**src/csfr_pkg.sv**
```systemverilog
// Purpose: Offsets, field positions and reset values of the charger
//          status and event flag registers.
// Assumes: Byte-wide registers addressed by their printed offsets.
// Notes: Status registers have no reset value; flags reset to zero.
package csfr_pkg;
  localparam logic [7:0] OFF_CHARGE_STATUS = 8'h00;
  localparam logic [7:0] OFF_FAULT_STATUS = 8'h01;
  localparam logic [7:0] OFF_ALARM_STATUS = 8'h02;
  localparam logic [7:0] OFF_CHARGE_FLAGS = 8'h03;
  localparam logic [7:0] OFF_FAULT_FLAGS = 8'h04;
  localparam logic [7:0] FLAG_RESET = 8'h00;
  // Charge status and charge flag bit positions
  localparam int BIT_TAPER = 6;
  localparam int BIT_DONE = 5;
  localparam int BIT_INLIM = 4;
  localparam int BIT_PATH = 3;
  localparam int BIT_VINREG = 2;
  localparam int BIT_THERM = 1;
  localparam int BIT_PGOOD = 0;
  // Fault status and fault flag bit positions
  localparam int BIT_OVP = 7;
  localparam int BIT_OCP = 5;
  localparam int BIT_BATLOW = 4;
  localparam int BIT_COLD = 3;
  localparam int BIT_COOL = 2;
  localparam int BIT_WARM = 1;
  localparam int BIT_HOT = 0;
  // Alarm status bit positions
  localparam int BIT_CMP1 = 6;
  localparam int BIT_CMP2 = 5;
  localparam int BIT_CMP3 = 4;
  localparam int BIT_TSOPEN = 0;
  // Valid bits of each register; the rest read as zero
  localparam logic [7:0] MASK_CHARGE = 8'h7f;
  localparam logic [7:0] MASK_FAULT = 8'hbf;
  localparam logic [7:0] MASK_ALARM = 8'h71;
endpackage

```
**src/csfr_regs.sv**
```systemverilog
// Purpose: Live status views and clear-on-read event flags of a charger.
// Assumes: Live inputs come from analog comparators, asynchronous to clk.
//          Read strobe comes from the I2C slave on the same clock.
// Notes: Read data is registered; the clear acts on the strobe cycle.
`timescale 1ns/1ps

module csfr_regs (
  input wire logic clk_sys_in,
  input wire logic sys_rst_in,
  input wire logic taper_phase_live_in,
  input wire logic charge_done_live_in,
  input wire logic input_limit_live_in,
  input wire logic path_regulation_live_in,
  input wire logic input_voltage_reg_live_in,
  input wire logic die_thermal_live_in,
  input wire logic input_above_uvlo_in,
  input wire logic input_above_sleep_in,
  input wire logic input_below_ovp_in,
  input wire logic input_overvoltage_live_in,
  input wire logic battery_overcurrent_live_in,
  input wire logic battery_low_live_in,
  input wire logic therm_cold_live_in,
  input wire logic therm_cool_live_in,
  input wire logic therm_warm_live_in,
  input wire logic therm_hot_live_in,
  input wire logic therm_open_live_in,
  input wire logic compare_one_live_in,
  input wire logic compare_two_live_in,
  input wire logic compare_three_live_in,
  input wire logic [7:0] reg_addr_in,
  input wire logic reg_read_in,
  input wire logic reg_write_in,
  input wire logic [7:0] reg_wdata_in,
  output logic [7:0] reg_rdata_out,
  output logic [7:0] charge_event_flags_out,
  output logic [7:0] fault_event_flags_out
);

  localparam int NLIVE = 21;

  logic [NLIVE-1:0] raw;
  logic [NLIVE-1:0] sync1;
  logic [NLIVE-1:0] sync2;
  logic [NLIVE-1:0] sync3;
  logic [NLIVE-1:0] live;
  logic [7:0] charge_status;
  logic [7:0] fault_temp_status;
  logic [7:0] alarm_status;
  logic [7:0] charge_event_flags;
  logic [7:0] fault_event_flags;
  logic [7:0] prev_charge;
  logic [7:0] prev_fault;
  logic [7:0] charge_set;
  logic [7:0] fault_set;
  logic [7:0] next_charge_flags;
  logic [7:0] next_fault_flags;
  logic read_charge_flags;
  logic read_fault_flags;
  logic in_good_raw;

  assign in_good_raw = input_above_uvlo_in & input_above_sleep_in &
                       input_below_ovp_in;

  // Gather live inputs in one vector for the synchroniser
  assign raw = {compare_three_live_in, compare_two_live_in,
                compare_one_live_in, therm_open_live_in,
                therm_hot_live_in, therm_warm_live_in, therm_cool_live_in,
                therm_cold_live_in, battery_low_live_in,
                battery_overcurrent_live_in, input_overvoltage_live_in,
                in_good_raw, die_thermal_live_in, input_voltage_reg_live_in,
                path_regulation_live_in, input_limit_live_in,
                charge_done_live_in, taper_phase_live_in, 3'h0};

  // Three stages; the second is read only by the third and the filter
  always_ff @(posedge clk_sys_in or posedge sys_rst_in) begin
    if (sys_rst_in) begin
      sync1 <= '0;
      sync2 <= '0;
      sync3 <= '0;
    end else begin
      sync1 <= raw;
      sync2 <= sync1;
      sync3 <= sync2;
    end
  end

  // A change counts once the second and third stages agree
  genvar gi;
  generate
    for (gi = 0; gi < NLIVE; gi++) begin : g_filt
      always_ff @(posedge clk_sys_in or posedge sys_rst_in) begin
        if (sys_rst_in) begin
          live[gi] <= 1'b0;
        end else if (sync2[gi] == sync3[gi]) begin
          live[gi] <= sync3[gi];
        end
      end
    end
  endgenerate

  always_comb begin
    charge_status = 8'h00;
    charge_status[csfr_pkg::BIT_TAPER] = live[3];
    charge_status[csfr_pkg::BIT_DONE] = live[4];
    charge_status[csfr_pkg::BIT_INLIM] = live[5];
    charge_status[csfr_pkg::BIT_PATH] = live[6];
    charge_status[csfr_pkg::BIT_VINREG] = live[7];
    charge_status[csfr_pkg::BIT_THERM] = live[8];
    charge_status[csfr_pkg::BIT_PGOOD] = live[9];
  end

  always_comb begin
    fault_temp_status = 8'h00;
    fault_temp_status[csfr_pkg::BIT_OVP] = live[10];
    fault_temp_status[csfr_pkg::BIT_OCP] = live[11];
    fault_temp_status[csfr_pkg::BIT_BATLOW] = live[12];
    fault_temp_status[csfr_pkg::BIT_COLD] = live[13];
    fault_temp_status[csfr_pkg::BIT_COOL] = live[14];
    fault_temp_status[csfr_pkg::BIT_WARM] = live[15];
    fault_temp_status[csfr_pkg::BIT_HOT] = live[16];
  end

  always_comb begin
    alarm_status = 8'h00;
    alarm_status[csfr_pkg::BIT_CMP1] = live[18];
    alarm_status[csfr_pkg::BIT_CMP2] = live[19];
    alarm_status[csfr_pkg::BIT_CMP3] = live[20];
    alarm_status[csfr_pkg::BIT_TSOPEN] = live[17];
  end

  // Previous views for entry detection
  always_ff @(posedge clk_sys_in or posedge sys_rst_in) begin
    if (sys_rst_in) begin
      prev_charge <= 8'h00;
      prev_fault <= 8'h00;
    end else begin
      prev_charge <= charge_status;
      prev_fault <= fault_temp_status;
    end
  end

  always_comb begin
    charge_set = charge_status & ~prev_charge & csfr_pkg::MASK_CHARGE;
    charge_set[csfr_pkg::BIT_PGOOD] = charge_status[csfr_pkg::BIT_PGOOD] ^
                                      prev_charge[csfr_pkg::BIT_PGOOD];
  end

  assign fault_set = fault_temp_status & ~prev_fault & csfr_pkg::MASK_FAULT;

  assign read_charge_flags = reg_read_in &&
                             reg_addr_in == csfr_pkg::OFF_CHARGE_FLAGS;
  assign read_fault_flags = reg_read_in &&
                            reg_addr_in == csfr_pkg::OFF_FAULT_FLAGS;

  // read clears, but a same-cycle set wins
  assign next_charge_flags = (read_charge_flags ? 8'h00 : charge_event_flags)
                             | charge_set;
  assign next_fault_flags = (read_fault_flags ? 8'h00 : fault_event_flags)
                            | fault_set;

  always_ff @(posedge clk_sys_in or posedge sys_rst_in) begin
    if (sys_rst_in) begin
      charge_event_flags <= csfr_pkg::FLAG_RESET;
      fault_event_flags <= csfr_pkg::FLAG_RESET;
    end else begin
      charge_event_flags <= next_charge_flags;
      fault_event_flags <= next_fault_flags;
    end
  end

  assign charge_event_flags_out = charge_event_flags;
  assign fault_event_flags_out = fault_event_flags;

  // read mux; writes change nothing, unmapped reads zero
  always_ff @(posedge clk_sys_in or posedge sys_rst_in) begin
    if (sys_rst_in) begin
      reg_rdata_out <= 8'h00;
    end else if (reg_read_in) begin
      case (reg_addr_in)
        csfr_pkg::OFF_CHARGE_STATUS: reg_rdata_out <= charge_status;
        csfr_pkg::OFF_FAULT_STATUS: reg_rdata_out <= fault_temp_status;
        csfr_pkg::OFF_ALARM_STATUS: reg_rdata_out <= alarm_status;
        csfr_pkg::OFF_CHARGE_FLAGS: reg_rdata_out <= charge_event_flags;
        csfr_pkg::OFF_FAULT_FLAGS: reg_rdata_out <= fault_event_flags;
        default: reg_rdata_out <= 8'h00;
      endcase
    end
  end
endmodule

```
**config.mk**
```make
export PLATFORM = sky130hd
export DESIGN_NAME = csfr_regs
export DESIGN_NICKNAME = d
export VERILOG_FILES = /design/src/csfr_pkg.sv /design/src/csfr_regs.sv
export SDC_FILE = /design/constraint.sdc
export NUM_CORES = 1
export LEC_CHECK = 0
export BUFFER_PORTS_ARGS = -buffer_cell sky130_fd_sc_hd__buf_4
export CORE_AREA = 4 4 87 89
export DETAILED_ROUTE_END_ITERATION = 8
export DIE_AREA = 0 0 91 93
export PLACE_DENSITY = 0.81
export SLEW_MARGIN = 30
export SYNTH_ARGS = -nofsm -noshare
export SYNTH_HDL_FRONTEND = slang
export SYNTH_SLANG_ARGS = --single-unit
```
**constraint.sdc**
```tcl
create_clock -name clk_sys_in -period 4.35 [get_ports clk_sys_in]
set_input_delay 0.87 -clock clk_sys_in [delete_from_list [all_inputs] [get_ports clk_sys_in]]
set_output_delay 0.87 -clock clk_sys_in [all_outputs]
set_load 0.1 [all_outputs]
```
## Word level (Yosys, flattened, before mapping)

Index checks and enable logic that the tools add are counted.

| word-level totals | value |
|---|---|
| register bits | 110 |
| bits of input ports | 40 |
| output and inout port bits | 24 |

| operators by class | value |
|---|---|
| equality and inequality tests | 22 |
| muxes and demuxes | 3 |
| bitwise operators | 9 |
| reductions and logical operators | 3 |

Operators with widths:

| cell | count |
|---|---|
| 8-bit one-hot mux with 5 select lines | 1 |
| 1-bit equality test | 18 |
| 8-bit by 2-bit equality test with 1-bit output, second input constant | 2 |
| 8-bit 2-to-1 mux | 2 |
| 8-bit AND | 1 |
| 8-bit by 1-bit equality test with 1-bit output, second input constant | 1 |
| 8-bit by 3-bit equality test with 1-bit output, second input constant | 1 |
| 8-bit logical NOT | 1 |
| 8-bit inverter | 1 |
| 8-bit by 7-bit OR with 8-bit output | 1 |
| 8-bit OR | 1 |
| 7-bit AND | 1 |
| 7-bit inverter | 1 |
| 1-bit AND | 2 |
| 1-bit logical AND | 2 |
| 1-bit XOR | 1 |

## Longest topological paths before layout

Gate-level depths: netlist of run 1.

| logic depth | value |
|---|---|
| depth in word-level cells | 4 |
| gate-level depth with buffers | 5 |
| mapped depth without buffers | 3 |

## Least setup slack after synthesis of run 1

Ideal clock, no wire load.

| path | value |
|---|---|
| kind | in2reg |
| start | in reg_addr_in[0] |
| end | reg reg_rdata_out[0] |
| library setup time | 0.138 ns |
| data arrival time | 1.689 ns |
| data required time | 4.212 ns |
| path slack | 2.523 ns |
| cell stages on the path | 4 |
| buffers on the path | 1 |
| path through | buf_2 mux4_2 nand4_1 o221ai_1 |

| between the ends | value |
|---|---|
| word-level cells in the longest chain between the ends | 2 |

Ends and longest elaborated chain:

| item | line | source |
|---|---|---|
| start: declaration | csfr_regs.sv:30 | `input wire logic [7:0] reg_addr_in,` |
| 8-bit by 3-bit equality test with 1-bit output, or another cell as far along | csfr_regs.sv:179 | `case (reg_addr_in)` |
| 8-bit one-hot mux with 5 select lines (*) | csfr_regs.sv:179 |  |
| end signal: assignment | csfr_regs.sv:180 | `csfr_pkg::OFF_CHARGE_STATUS: reg_rdata_out <= charge_status;` |
| end signal: assignment | csfr_regs.sv:181 | `csfr_pkg::OFF_FAULT_STATUS: reg_rdata_out <= fault_temp_status;` |
| end signal: assignment | csfr_regs.sv:182 | `csfr_pkg::OFF_ALARM_STATUS: reg_rdata_out <= alarm_status;` |
| end: declaration | csfr_regs.sv:34 | `output logic [7:0] reg_rdata_out,` |

Mark *: on every way between the ends. The rest lies on a longest branch, timed or not.
A chain may end at the register's enable or synchronous reset.

## Worst setup path after layout of run 1

| path | value |
|---|---|
| start | reg fault_event_flags[3] (netlist: fault_event_flags_out[3]) |
| end | out fault_event_flags_out[3] |

RTL lines:

| item | line | source |
|---|---|---|
| start: declaration | csfr_regs.sv:50 | `logic [7:0] fault_event_flags;` |
| start signal: assignment | csfr_regs.sv:164 | `fault_event_flags <= csfr_pkg::FLAG_RESET;` |
| start signal: assignment | csfr_regs.sv:167 | `fault_event_flags <= next_fault_flags;` |
| end: declaration | csfr_regs.sv:36 | `output logic [7:0] fault_event_flags_out` |

No word-level cell between the ends.

==> impl_metrics.tcl, run 1 <==
set metrics [dict create \
    crit-reg2reg-launch "charge_status[0]" \
    timing.hold.worst_endpoint "sync2[8]" \
    timing.fmax_ghz 0.506 \
    initial_utilization_pct 53.3 \
    worst-endpoint-arrival_ns 1.11 \
    layout_worst_path_cycle_share_pct 45.5 \
    leading_cell_type_in_the_layout_fill_and_taps_excluded "sky130_fd_sc_hd__dfrtp_1" \
    clk_transition_reported_paths_ns 0.10 \
    timing.clock.skew_ns 0.00958 \
    clock-root-buffer "sky130_fd_sc_hd__clkbuf_8" \
    avgRoutedWirePerCell_um 15.8 \
    fp.dieArea_um2 8460 \
    synth_enable_flop_cells 0 \
    relSlewSlack_pct 46.5 \
    clock_sink_count 108 \
    dominantRegCellSynth "sky130_fd_sc_hd__dfrtp_1" \
    detail_route.drc_violations 0 \
    setup_repair_after_global_routing_missed_its_margin "no" \
    drt.antenna.violating_nets 0 \
    rows 30 \
    detailed_place_hpwl_um 3960 \
    detailedRoute.firstIterationViolations 154 \
    htree_num_levels 3 \
    finalNetCount 325 \
    finalWirelength_um 5840 \
    timing.critical_path.required_ns 3.48 \
    path_buf_inv 1 \
    synth.lib_cells_used.distinct 37 \
    vias 1941 \
    vias_in_the_first_global_route 2026 \
    cts_tree "done" \
    final_cell_mix "sky130_fd_sc_hd__dfrtp_1, sky130_fd_sc_hd__buf_4, sky130_fd_sc_hd__inv_1" \
    cts_made_buffers 9 \
    via_per_inst 5.25 \
    grt_overflow_total 0 \
    multiInputGateArea_um2 769 \
    startpoint_type "register" \
    worst_ir_drop_vdd_mv 0.280 \
    die_width_um 91 \
    cap_violations 0 \
    final_period_minus_worst_setup_slack_ns 1.98 \
    port_buffers 52 \
    ys_seq_area_share_pct 75.0 \
    netlist_instances 228 \
    dp_slack_ns 2.02 \
    critical_hold_path_startpoint "sync1[8]" \
    cts_setup_buffers 0 \
    postcts_resize_cnt 0 \
    clock_tree.buffer_depth 2 \
    timing.final.hold_violations 0 \
    switching_share_pct 24.0 \
    areaGrowthSynthToFinish_pct 18.0 \
    regToRegEndpoint "reg_rdata_out[0]" \
    diodes 0 \
    clk_latency_ns 0.36 \
    setup-violations-final 0 \
    die_height_um 93 \
    fillerInstances 509 \
    drive_gt1_share_pct 25.5 \
    delay_of_the_slowest_critical_path_stage_ns 0.42 \
    yosysWarningCount 0 \
    post_cts_hold_buffer_count 0 \
    first_pass_iters 4 \
    sequential_cell_area_um2 2700 \
    cp_top_family "flip-flops" \
    track_usage_pct 15.2 \
    floorplan.core_area_um2 6760 \
    min-delay-path-class "register to register" \
    slack_of_the_worst_reg_to_reg_path_ns 3.10 \
    worst-slew-pin-transition_ns 0.803 \
    worst-r2r-cell-count 3 \
    end_kind "output pin" \
    setup_slack_ns 2.37 \
    power.internal_mw 1.38 \
    grt_start_max_net_pins 71 \
    post_synth.cell_area_avg_um2 15.8 \
    worstPathCellList "buf_4" \
    timing.setup.tns_ns 0 \
    crit_slowest_cell "sky130_fd_sc_hd__dfrtp_1" \
    netSwitchingPower_uw 437 \
    finalMaxSlewViolations 0 \
    syn-cell-area_um2 3600 \
    holdWs_ns 0.352 \
    synth_seq_cells 108 \
    total_power_mw 1.82 \
    p_clk_share_pct 32.1 \
    crit_path_max_fanout 4 \
    synthArstFlopShare_pct 100 \
    power.share.combinational_pct 7.8 \
    boundaryPins 64 \
    powerDensity_nw_per_um2 427 \
    power.sequential.fraction_pct 60.1 \
    outcome "complete, no violations" \
    grt_first_pass_wirelength_um 9810 \
    p_leak_nw 2.01 \
    timing.hold.worst_path_depth 0 \
    critPathKind "register to output pin" \
    number_of_antenna_violations_at_the_first_check_in_global_routing 0 \
    routabilityCongestion 0.740 \
]
-- metal layers --
metal,track usage [%],share of wire (%),vias up,wire length [um]
met5,0,0,-,0
met4,5.65,1.8,0,108
li1,-,-,901,-
met2,22.9,47,53,2770
met1,19.9,44,977,2540
met3,6.19,7.2,10,418
-- cell families after synthesis --
group / Yosys count / share of synthesized area (%)
flip-flops: 108 / 75.0
AO/OA/AOI/OAI: 36 / 8.34
AND/OR/NAND/NOR: 30 / 6.11
buffers and inverters: 30 / 3.72
adder cells (fa/ha/maj): 18 / 5.00
multiplexers: 4 / 1.46
other: 1 / 0.104
XOR/XNOR: 1 / 0.243
-- cell usage after synthesis (2+ instances only) --
| cell type | instances | area, um^2 |
|---|---|---|
| sky130_fd_sc_hd__o221ai_1 | 7 | 61.3 |
| sky130_fd_sc_hd__a31oi_1 | 2 | 12.5 |
| sky130_fd_sc_hd__buf_4 | 2 | 15.0 |
| sky130_fd_sc_hd__buf_2 | 5 | 25.0 |
| sky130_fd_sc_hd__inv_1 | 21 | 78.8 |
| sky130_fd_sc_hd__a22o_1 | 13 | 114 |
| sky130_fd_sc_hd__dfrtp_1 | 108 | 2700 |
| sky130_fd_sc_hd__nand2b_1 | 7 | 43.8 |
| sky130_fd_sc_hd__a32oi_1 | 2 | 17.5 |
| sky130_fd_sc_hd__nand3b_1 | 4 | 30.0 |
| sky130_fd_sc_hd__nand4_1 | 2 | 12.5 |
| sky130_fd_sc_hd__a21boi_0 | 2 | 15.0 |
| sky130_fd_sc_hd__nor2b_1 | 5 | 31.3 |
| sky130_fd_sc_hd__nor2_1 | 2 | 7.51 |
| sky130_fd_sc_hd__mux2i_1 | 3 | 30.0 |
| sky130_fd_sc_hd__maj3_1 | 18 | 180 |
| sky130_fd_sc_hd__a211o_1 | 5 | 43.8 |
-- layout make-up --
class                   count  share of cell area [%]
flip-flops and latches    108                    63.6
multi-input cells          91                    18.1
repair buffers             54                    9.54
clock buffers              10                    3.00
well taps                  80                    2.36
inverters                  21                    1.91
clock inverters             6                    1.50
-- metrics by stage --
step                      util (%)  area [um^2]  std cells
final                         62.9         4250        370
after global routing          62.9         4250        370
after CTS                     62.9         4250        370
after detailed placement      60.1         4060        354
after global placement        60.1         4060        354
after floorplan                  -         3610        229
-- power groups by stage --
| stage | logic (mW) | registers, mW | clock network (mW) |
|---|---|---|---|
| 6_report | 0.142 | 1.09 | 0.582 |
| 5_1_grt | 0.156 | 1.10 | 0.644 |
| 4_1_cts | 0.144 | 1.09 | 0.593 |
| 3_5_place_dp | 0.144 | 1.11 | 0 |
| 3_3_place_gp | 0.139 | 1.11 | 0 |
| 2_1_floorplan | 0.0715 | 1.13 | 0 |
-- how the worst max path moves through the flow --
| stage | start | cells after the start | endpoint | slack [ns] |
|---|---|---|---|---|
| after CTS | fault_event_flags_out[3] | 1 | fault_event_flags_out[3] | 2.37 |
| after floorplan | sys_rst_in | 1 | alarm_status[0] | 0.63 |
| after global routing | reg_addr_in[5] | 4 | reg_rdata_out[3] | 2.28 |
| after global placement | reg_addr_in[5] | 4 | fault_event_flags_out[2] | 2.05 |
| final | fault_event_flags_out[3] | 1 | fault_event_flags_out[3] | 2.37 |
| after detailed placement | reg_addr_in[5] | 4 | reg_rdata_out[1] | 2.02 |
-- state kept, by name, indices dropped and copies added (netlist names), 7 cells and up --
register,count
sync3,18
sync2,18
sync1,18
fault_event_flags_out,7
fault_temp_status,7
charge_event_flags_out,7
charge_status,7
prev_fault,7
prev_charge,7
reg_rdata_out,8
-- worst reg2reg max path, stage by stage (launching register included) --
cell                       delay (ns)
sky130_fd_sc_hd__dfrtp_1         0.43
sky130_fd_sc_hd__mux4_2          0.47
sky130_fd_sc_hd__nand4_1         0.11
sky130_fd_sc_hd__o221ai_1        0.10
(Power assumes the default switching activity.)
==> run 2: changes to the inputs <==
clock period = 2 ns   (was 4.35 ns; I/O delays follow)
==> impl_metrics.tcl, run 2 (synthesis results as in run 1) <==
set metrics [dict create \
    outcome "complete, no violations" \
    timing.fmax_ghz 0.674 \
    crit_path_end "fault_event_flags_out[2]" \
    floorplan.core_area_um2 6760 \
    post_cts_hold_buffer_count 0 \
    relSlewSlack_pct 65.0 \
    leading_cell_type_in_the_layout_fill_and_taps_excluded "sky130_fd_sc_hd__dfrtp_1" \
    htree_num_levels 3 \
    worst-r2r-cell-count 3 \
    p_leak_nw 2.03 \
    crit_slowest_cell "sky130_fd_sc_hd__dfrtp_1" \
    timing.setup.tns_ns 0 \
    setup_repair_after_global_routing_missed_its_margin "no" \
    min-delay-path-class "input port to async pin" \
    vias_in_the_first_global_route 1982 \
    delay_of_the_slowest_critical_path_stage_ns 0.42 \
    finalWirelength_um 5770 \
    worst_ir_drop_vdd_mv 0.404 \
    vias 1931 \
    grt_start_max_net_pins 44 \
    clock-root-buffer "sky130_fd_sc_hd__clkbuf_8" \
    final_cell_mix "sky130_fd_sc_hd__dfrtp_1, sky130_fd_sc_hd__buf_4, sky130_fd_sc_hd__inv_1" \
    worstPathCellList "buf_4" \
    die_width_um 91 \
    routabilityCongestion 0.757 \
    port_buffers 52 \
    detailedRoute.firstIterationViolations 117 \
    end_kind "output pin" \
    path_buf_inv 1 \
    slack_of_the_worst_reg_to_reg_path_ns 0.77 \
    timing.final.hold_violations 0 \
    dp_slack_ns 0.334 \
    startpoint_type "register" \
    setup_slack_ns 0.517 \
    setup-violations-final 0 \
    worst-endpoint-arrival_ns 1.08 \
    final_period_minus_worst_setup_slack_ns 1.48 \
    cap_violations 0 \
    via_per_inst 5.20 \
    cp-startpoint "fault_event_flags_out[2]" \
    detail_route.drc_violations 0 \
    crit_path_max_fanout 4 \
    timing.critical_path.required_ns 1.60 \
    diodes 0 \
    number_of_antenna_violations_at_the_first_check_in_global_routing 0 \
    boundaryPins 64 \
    first_pass_iters 4 \
    finalNetCount 327 \
    cts_made_buffers 9 \
    grt_overflow_total 0 \
    rows 30 \
    avgRoutedWirePerCell_um 15.6 \
    reg.largest.list "sync1 (18), sync2 (18), sync3 (18)" \
    initial_utilization_pct 53.3 \
    clock_tree.buffer_depth 2 \
    cp_num_cells 1 \
    areaGrowthSynthToFinish_pct 18.9 \
    cts_setup_buffers 0 \
    postcts_resize_cnt 0 \
    clock_sink_count 108 \
    cts_tree "done" \
    crit-reg2reg-launch "charge_status[0]" \
    finalMaxSlewViolations 0 \
    worst-slew-pin-transition_ns 0.524 \
    drive_gt1_share_pct 25.1 \
    detailed_place_hpwl_um 4000 \
    layout_worst_path_cycle_share_pct 74.2 \
    grt_first_pass_wirelength_um 9520 \
    clk_transition_reported_paths_ns 0.09 \
    cp_top_family "flip-flops" \
    die_height_um 93 \
    regToRegEndpoint "reg_rdata_out[0]" \
    track_usage_pct 14.4 \
    clk_latency_ns 0.35 \
    fp.dieArea_um2 8460 \
    critPathKind "register to output pin" \
    timing.clock.skew_ns 0.00615 \
    powerDensity_nw_per_um2 915 \
    drt.antenna.violating_nets 0 \
]
-- run 2: cell count changes in the layout (fill, tap and decap cells not counted) --
cell | previous run | this run
sky130_fd_sc_hd__inv_4 | 1 | 0
sky130_fd_sc_hd__inv_6 | 1 | 0
sky130_fd_sc_hd__clkinv_2 | 2 | 1
sky130_fd_sc_hd__clkinvlp_4 | 2 | 1
sky130_fd_sc_hd__clkbuf_1 | 1 | 3
sky130_fd_sc_hd__buf_12 | 0 | 2
sky130_fd_sc_hd__clkbuf_8 | 9 | 10
-- run 2: how the worst min path moves through the flow --
stage	start	endpoint	slack (ns)
2_1_floorplan	sync1[10]	sync2[10]	0.33
3_3_place_gp	sync1[15]	sync2[15]	0.33
3_5_place_dp	sync1[10]	sync2[10]	0.33
4_1_cts	sys_rst_in	sync1[14]	0.09
5_1_grt	sys_rst_in	sync1[12]	0.11
6_report	sys_rst_in	sync1[12]	0.09
-- run 2: per-stage QoR --
| stage | utilization, % | power, mW | cells | hold WS [ns] | instance area (um^2) |
|---|---|---|---|---|---|
| finish | 63.4 | 3.92 | 371 | 0.0922 | 4280 |
| global route | 63.4 | 4.09 | 371 | 0.111 | 4280 |
| CTS | 63.4 | 3.97 | 371 | 0.0879 | 4280 |
| detailed placement | 60.7 | 2.74 | 356 | 0.335 | 4100 |
| global placement | 60.7 | 2.72 | 356 | 0.332 | 4100 |
| floorplan | - | 2.62 | 229 | 0.331 | 3610 |
-- run 2: metal layers --
layer	global-route usage [%]	routed length, um
met1	19.1	2550
met2	22.4	2780
met3	3.62	321
met4	7.29	121
met5	0	0
-- run 2: report_power, final --
part           leakage [nW]  internal [mW]  total, mW  switching (mW)
registers              1.25           2.31       2.37          0.0694
logic                 0.686          0.122      0.316           0.195
clock network        0.0935          0.607       1.23           0.621
-- run 2: final cells by class --
cell class                      instances  area [um^2]
Clock inverter                          2         35.0
Fill cell                             508         2470
Tap cell                               80          100
Inverter                               21         82.6
Sequential cell                       108         2700
Timing Repair Buffer                   56          445
Multi-Input combinational cell         91          769
Clock buffer                           13          149
==> run 3: changes to the inputs <==
CORE_AREA = 4 4 91 93   (was 4 4 87 89)
DIE_AREA = 0 0 95 97   (was 0 0 91 93)
PLACE_DENSITY = 0.78   (was 0.81)
clock period = 1.31 ns   (was 2 ns; I/O delays follow)
==> impl_metrics.tcl, run 3 (synthesis results as in run 1) <==
set metrics [dict create \
    outcome "complete, no violations" \
    initial_utilization_pct 47.9 \
    final_cell_mix "sky130_fd_sc_hd__dfrtp_1, sky130_fd_sc_hd__buf_4, sky130_fd_sc_hd__inv_1" \
    cts_made_buffers 9 \
    timing.fmax_ghz 0.782 \
    path_buf_inv 1 \
    worst-endpoint-arrival_ns 1.02 \
    grt_overflow_total 0 \
    track_usage_pct 14.8 \
    vias 2105 \
    grt_first_pass_wirelength_um 10500 \
    rows 32 \
    number_of_antenna_violations_at_the_first_check_in_global_routing 0 \
    grt_util_met2_pct 22.3 \
    end_kind "output pin" \
    worstPathCellList "buf_12" \
    timing.critical_path.required_ns 1.05 \
    grt_busiest_layer "met2" \
    boundaryPins 64 \
    finalWirelength_um 6290 \
    grtUsageMet1_pct 20.0 \
    drive_gt1_share_pct 27.2 \
    layout_worst_path_cycle_share_pct 97.6 \
    clk_transition_reported_paths_ns 0.09 \
    total_power_mw 5.89 \
    setup-violations-final 0 \
    port_buffers 52 \
    clock-root-buffer "sky130_fd_sc_hd__clkbuf_8" \
    detailed_place_hpwl_um 4200 \
    delay_of_the_slowest_critical_path_stage_ns 0.46 \
    clock_sink_count 108 \
    timing.clock.skew_ns 0.00806 \
    grt_start_max_net_pins 52 \
    cts_tree "done" \
    leading_cell_type_in_the_layout_fill_and_taps_excluded "sky130_fd_sc_hd__dfrtp_1" \
    routabilityCongestion 0.810 \
    htree_num_levels 3 \
    p_leak_nw 2.20 \
    detailedRoute.firstIterationViolations 111 \
    detail_route.drc_violations 0 \
    die_height_um 97 \
    groute.layer.met3.usage_pct 4.43 \
    clock_tree.buffer_depth 2 \
    cp_top_family "flip-flops" \
    via_per_inst 4.95 \
    critPathKind "register to output pin" \
    floorplan.core_area_um2 7530 \
    timing.final.hold_violations 0 \
    fp.dieArea_um2 9220 \
    finalMaxSlewViolations 0 \
    diodes 0 \
    reg.largest.list "sync1 (18), sync2 (18), sync3 (18)" \
    dp_slack_ns -0.101 \
    clk_latency_ns 0.36 \
    drt.antenna.violating_nets 0 \
    min-delay-path-class "input port to register" \
    areaGrowthSynthToFinish_pct 30.4 \
    vias_in_the_first_global_route 2156 \
    powerDensity_nw_per_um2 1250 \
    cap_violations 0 \
    startpoint_type "register" \
    finalNetCount 359 \
    crit_path_max_fanout 3 \
    die_width_um 95 \
    setup_slack_ns 0.0319 \
    final_period_minus_worst_setup_slack_ns 1.28 \
    avgRoutedWirePerCell_um 14.8 \
    crit_slowest_cell "sky130_fd_sc_hd__dfrtp_1" \
    worst_ir_drop_vdd_mv 0.601 \
    first_pass_iters 4 \
]
==> run 3: worst paths after layout <==
check	cells after the start	end	start	slack, ns
max	1	charge_event_flags_out[3]	charge_event_flags_out[3]	0.03
min	2	sync1[9]	input_above_sleep_in	0.14
max reg2reg	3	reg_rdata_out[0]	charge_event_flags_out[0]	0.05
min reg2reg	0	sync2[8]	sync1[8]	0.35
max in group asynchronous	4	prev_fault[0]	sys_rst_in	0.37
min in group asynchronous	3	sync1[3]	sys_rst_in	0.41
==> run 3: timing repair <==
| action | 4_1_cts | 5_1_grt |
|---|---|---|
| buffers inserted | 0 | 3 |
| endpoints found under the hold margin | 26 | 0 |
| endpoints found under the setup margin | 15 | 14 |
| hold buffers | 18 | 0 |
| resized for setup | 15 | 17 |
==> run 3: power breakdown <==
group	internal, mW	switching [mW]	leakage [nW]
clock network	0.679	1.01	0.0714
logic	0.253	0.313	0.880
registers	3.52	0.112	1.25
==> run 3: stage by stage <==
step / utilization, % / TNS [ns] / hold slack, ns / area (um^2) / std cells
2_1_floorplan: - / -29.11 / 0.293 / 3610 / 229
3_3_place_gp: 55.9 / -0.482 / 0.234 / 4210 / 389
3_5_place_dp: 55.9 / -1.11 / 0.237 / 4210 / 389
4_1_cts: 61.2 / 0 / 0.126 / 4610 / 422
5_1_grt: 62.4 / -0.0290 / 0.117 / 4700 / 425
6_report: 62.4 / 0 / 0.141 / 4700 / 425
==> run 3: layer usage <==
| metal | vias to the layer above | wire [um] |
|---|---|---|
| li1 | 976 | - |
| met1 | 1063 | 2690 |
| met2 | 56 | 3120 |
| met3 | 10 | 372 |
| met4 | 0 | 103 |
| met5 | - | 0 |
==> run 3: layout make-up <==
class	count	area, um^2
well taps	102	128
flip-flops and latches	108	2700
fillers	586	2830
repair buffers	88	855
inverters	21	82.6
clock buffers	11	131
multi-input cells	91	769
clock inverters	4	27.5
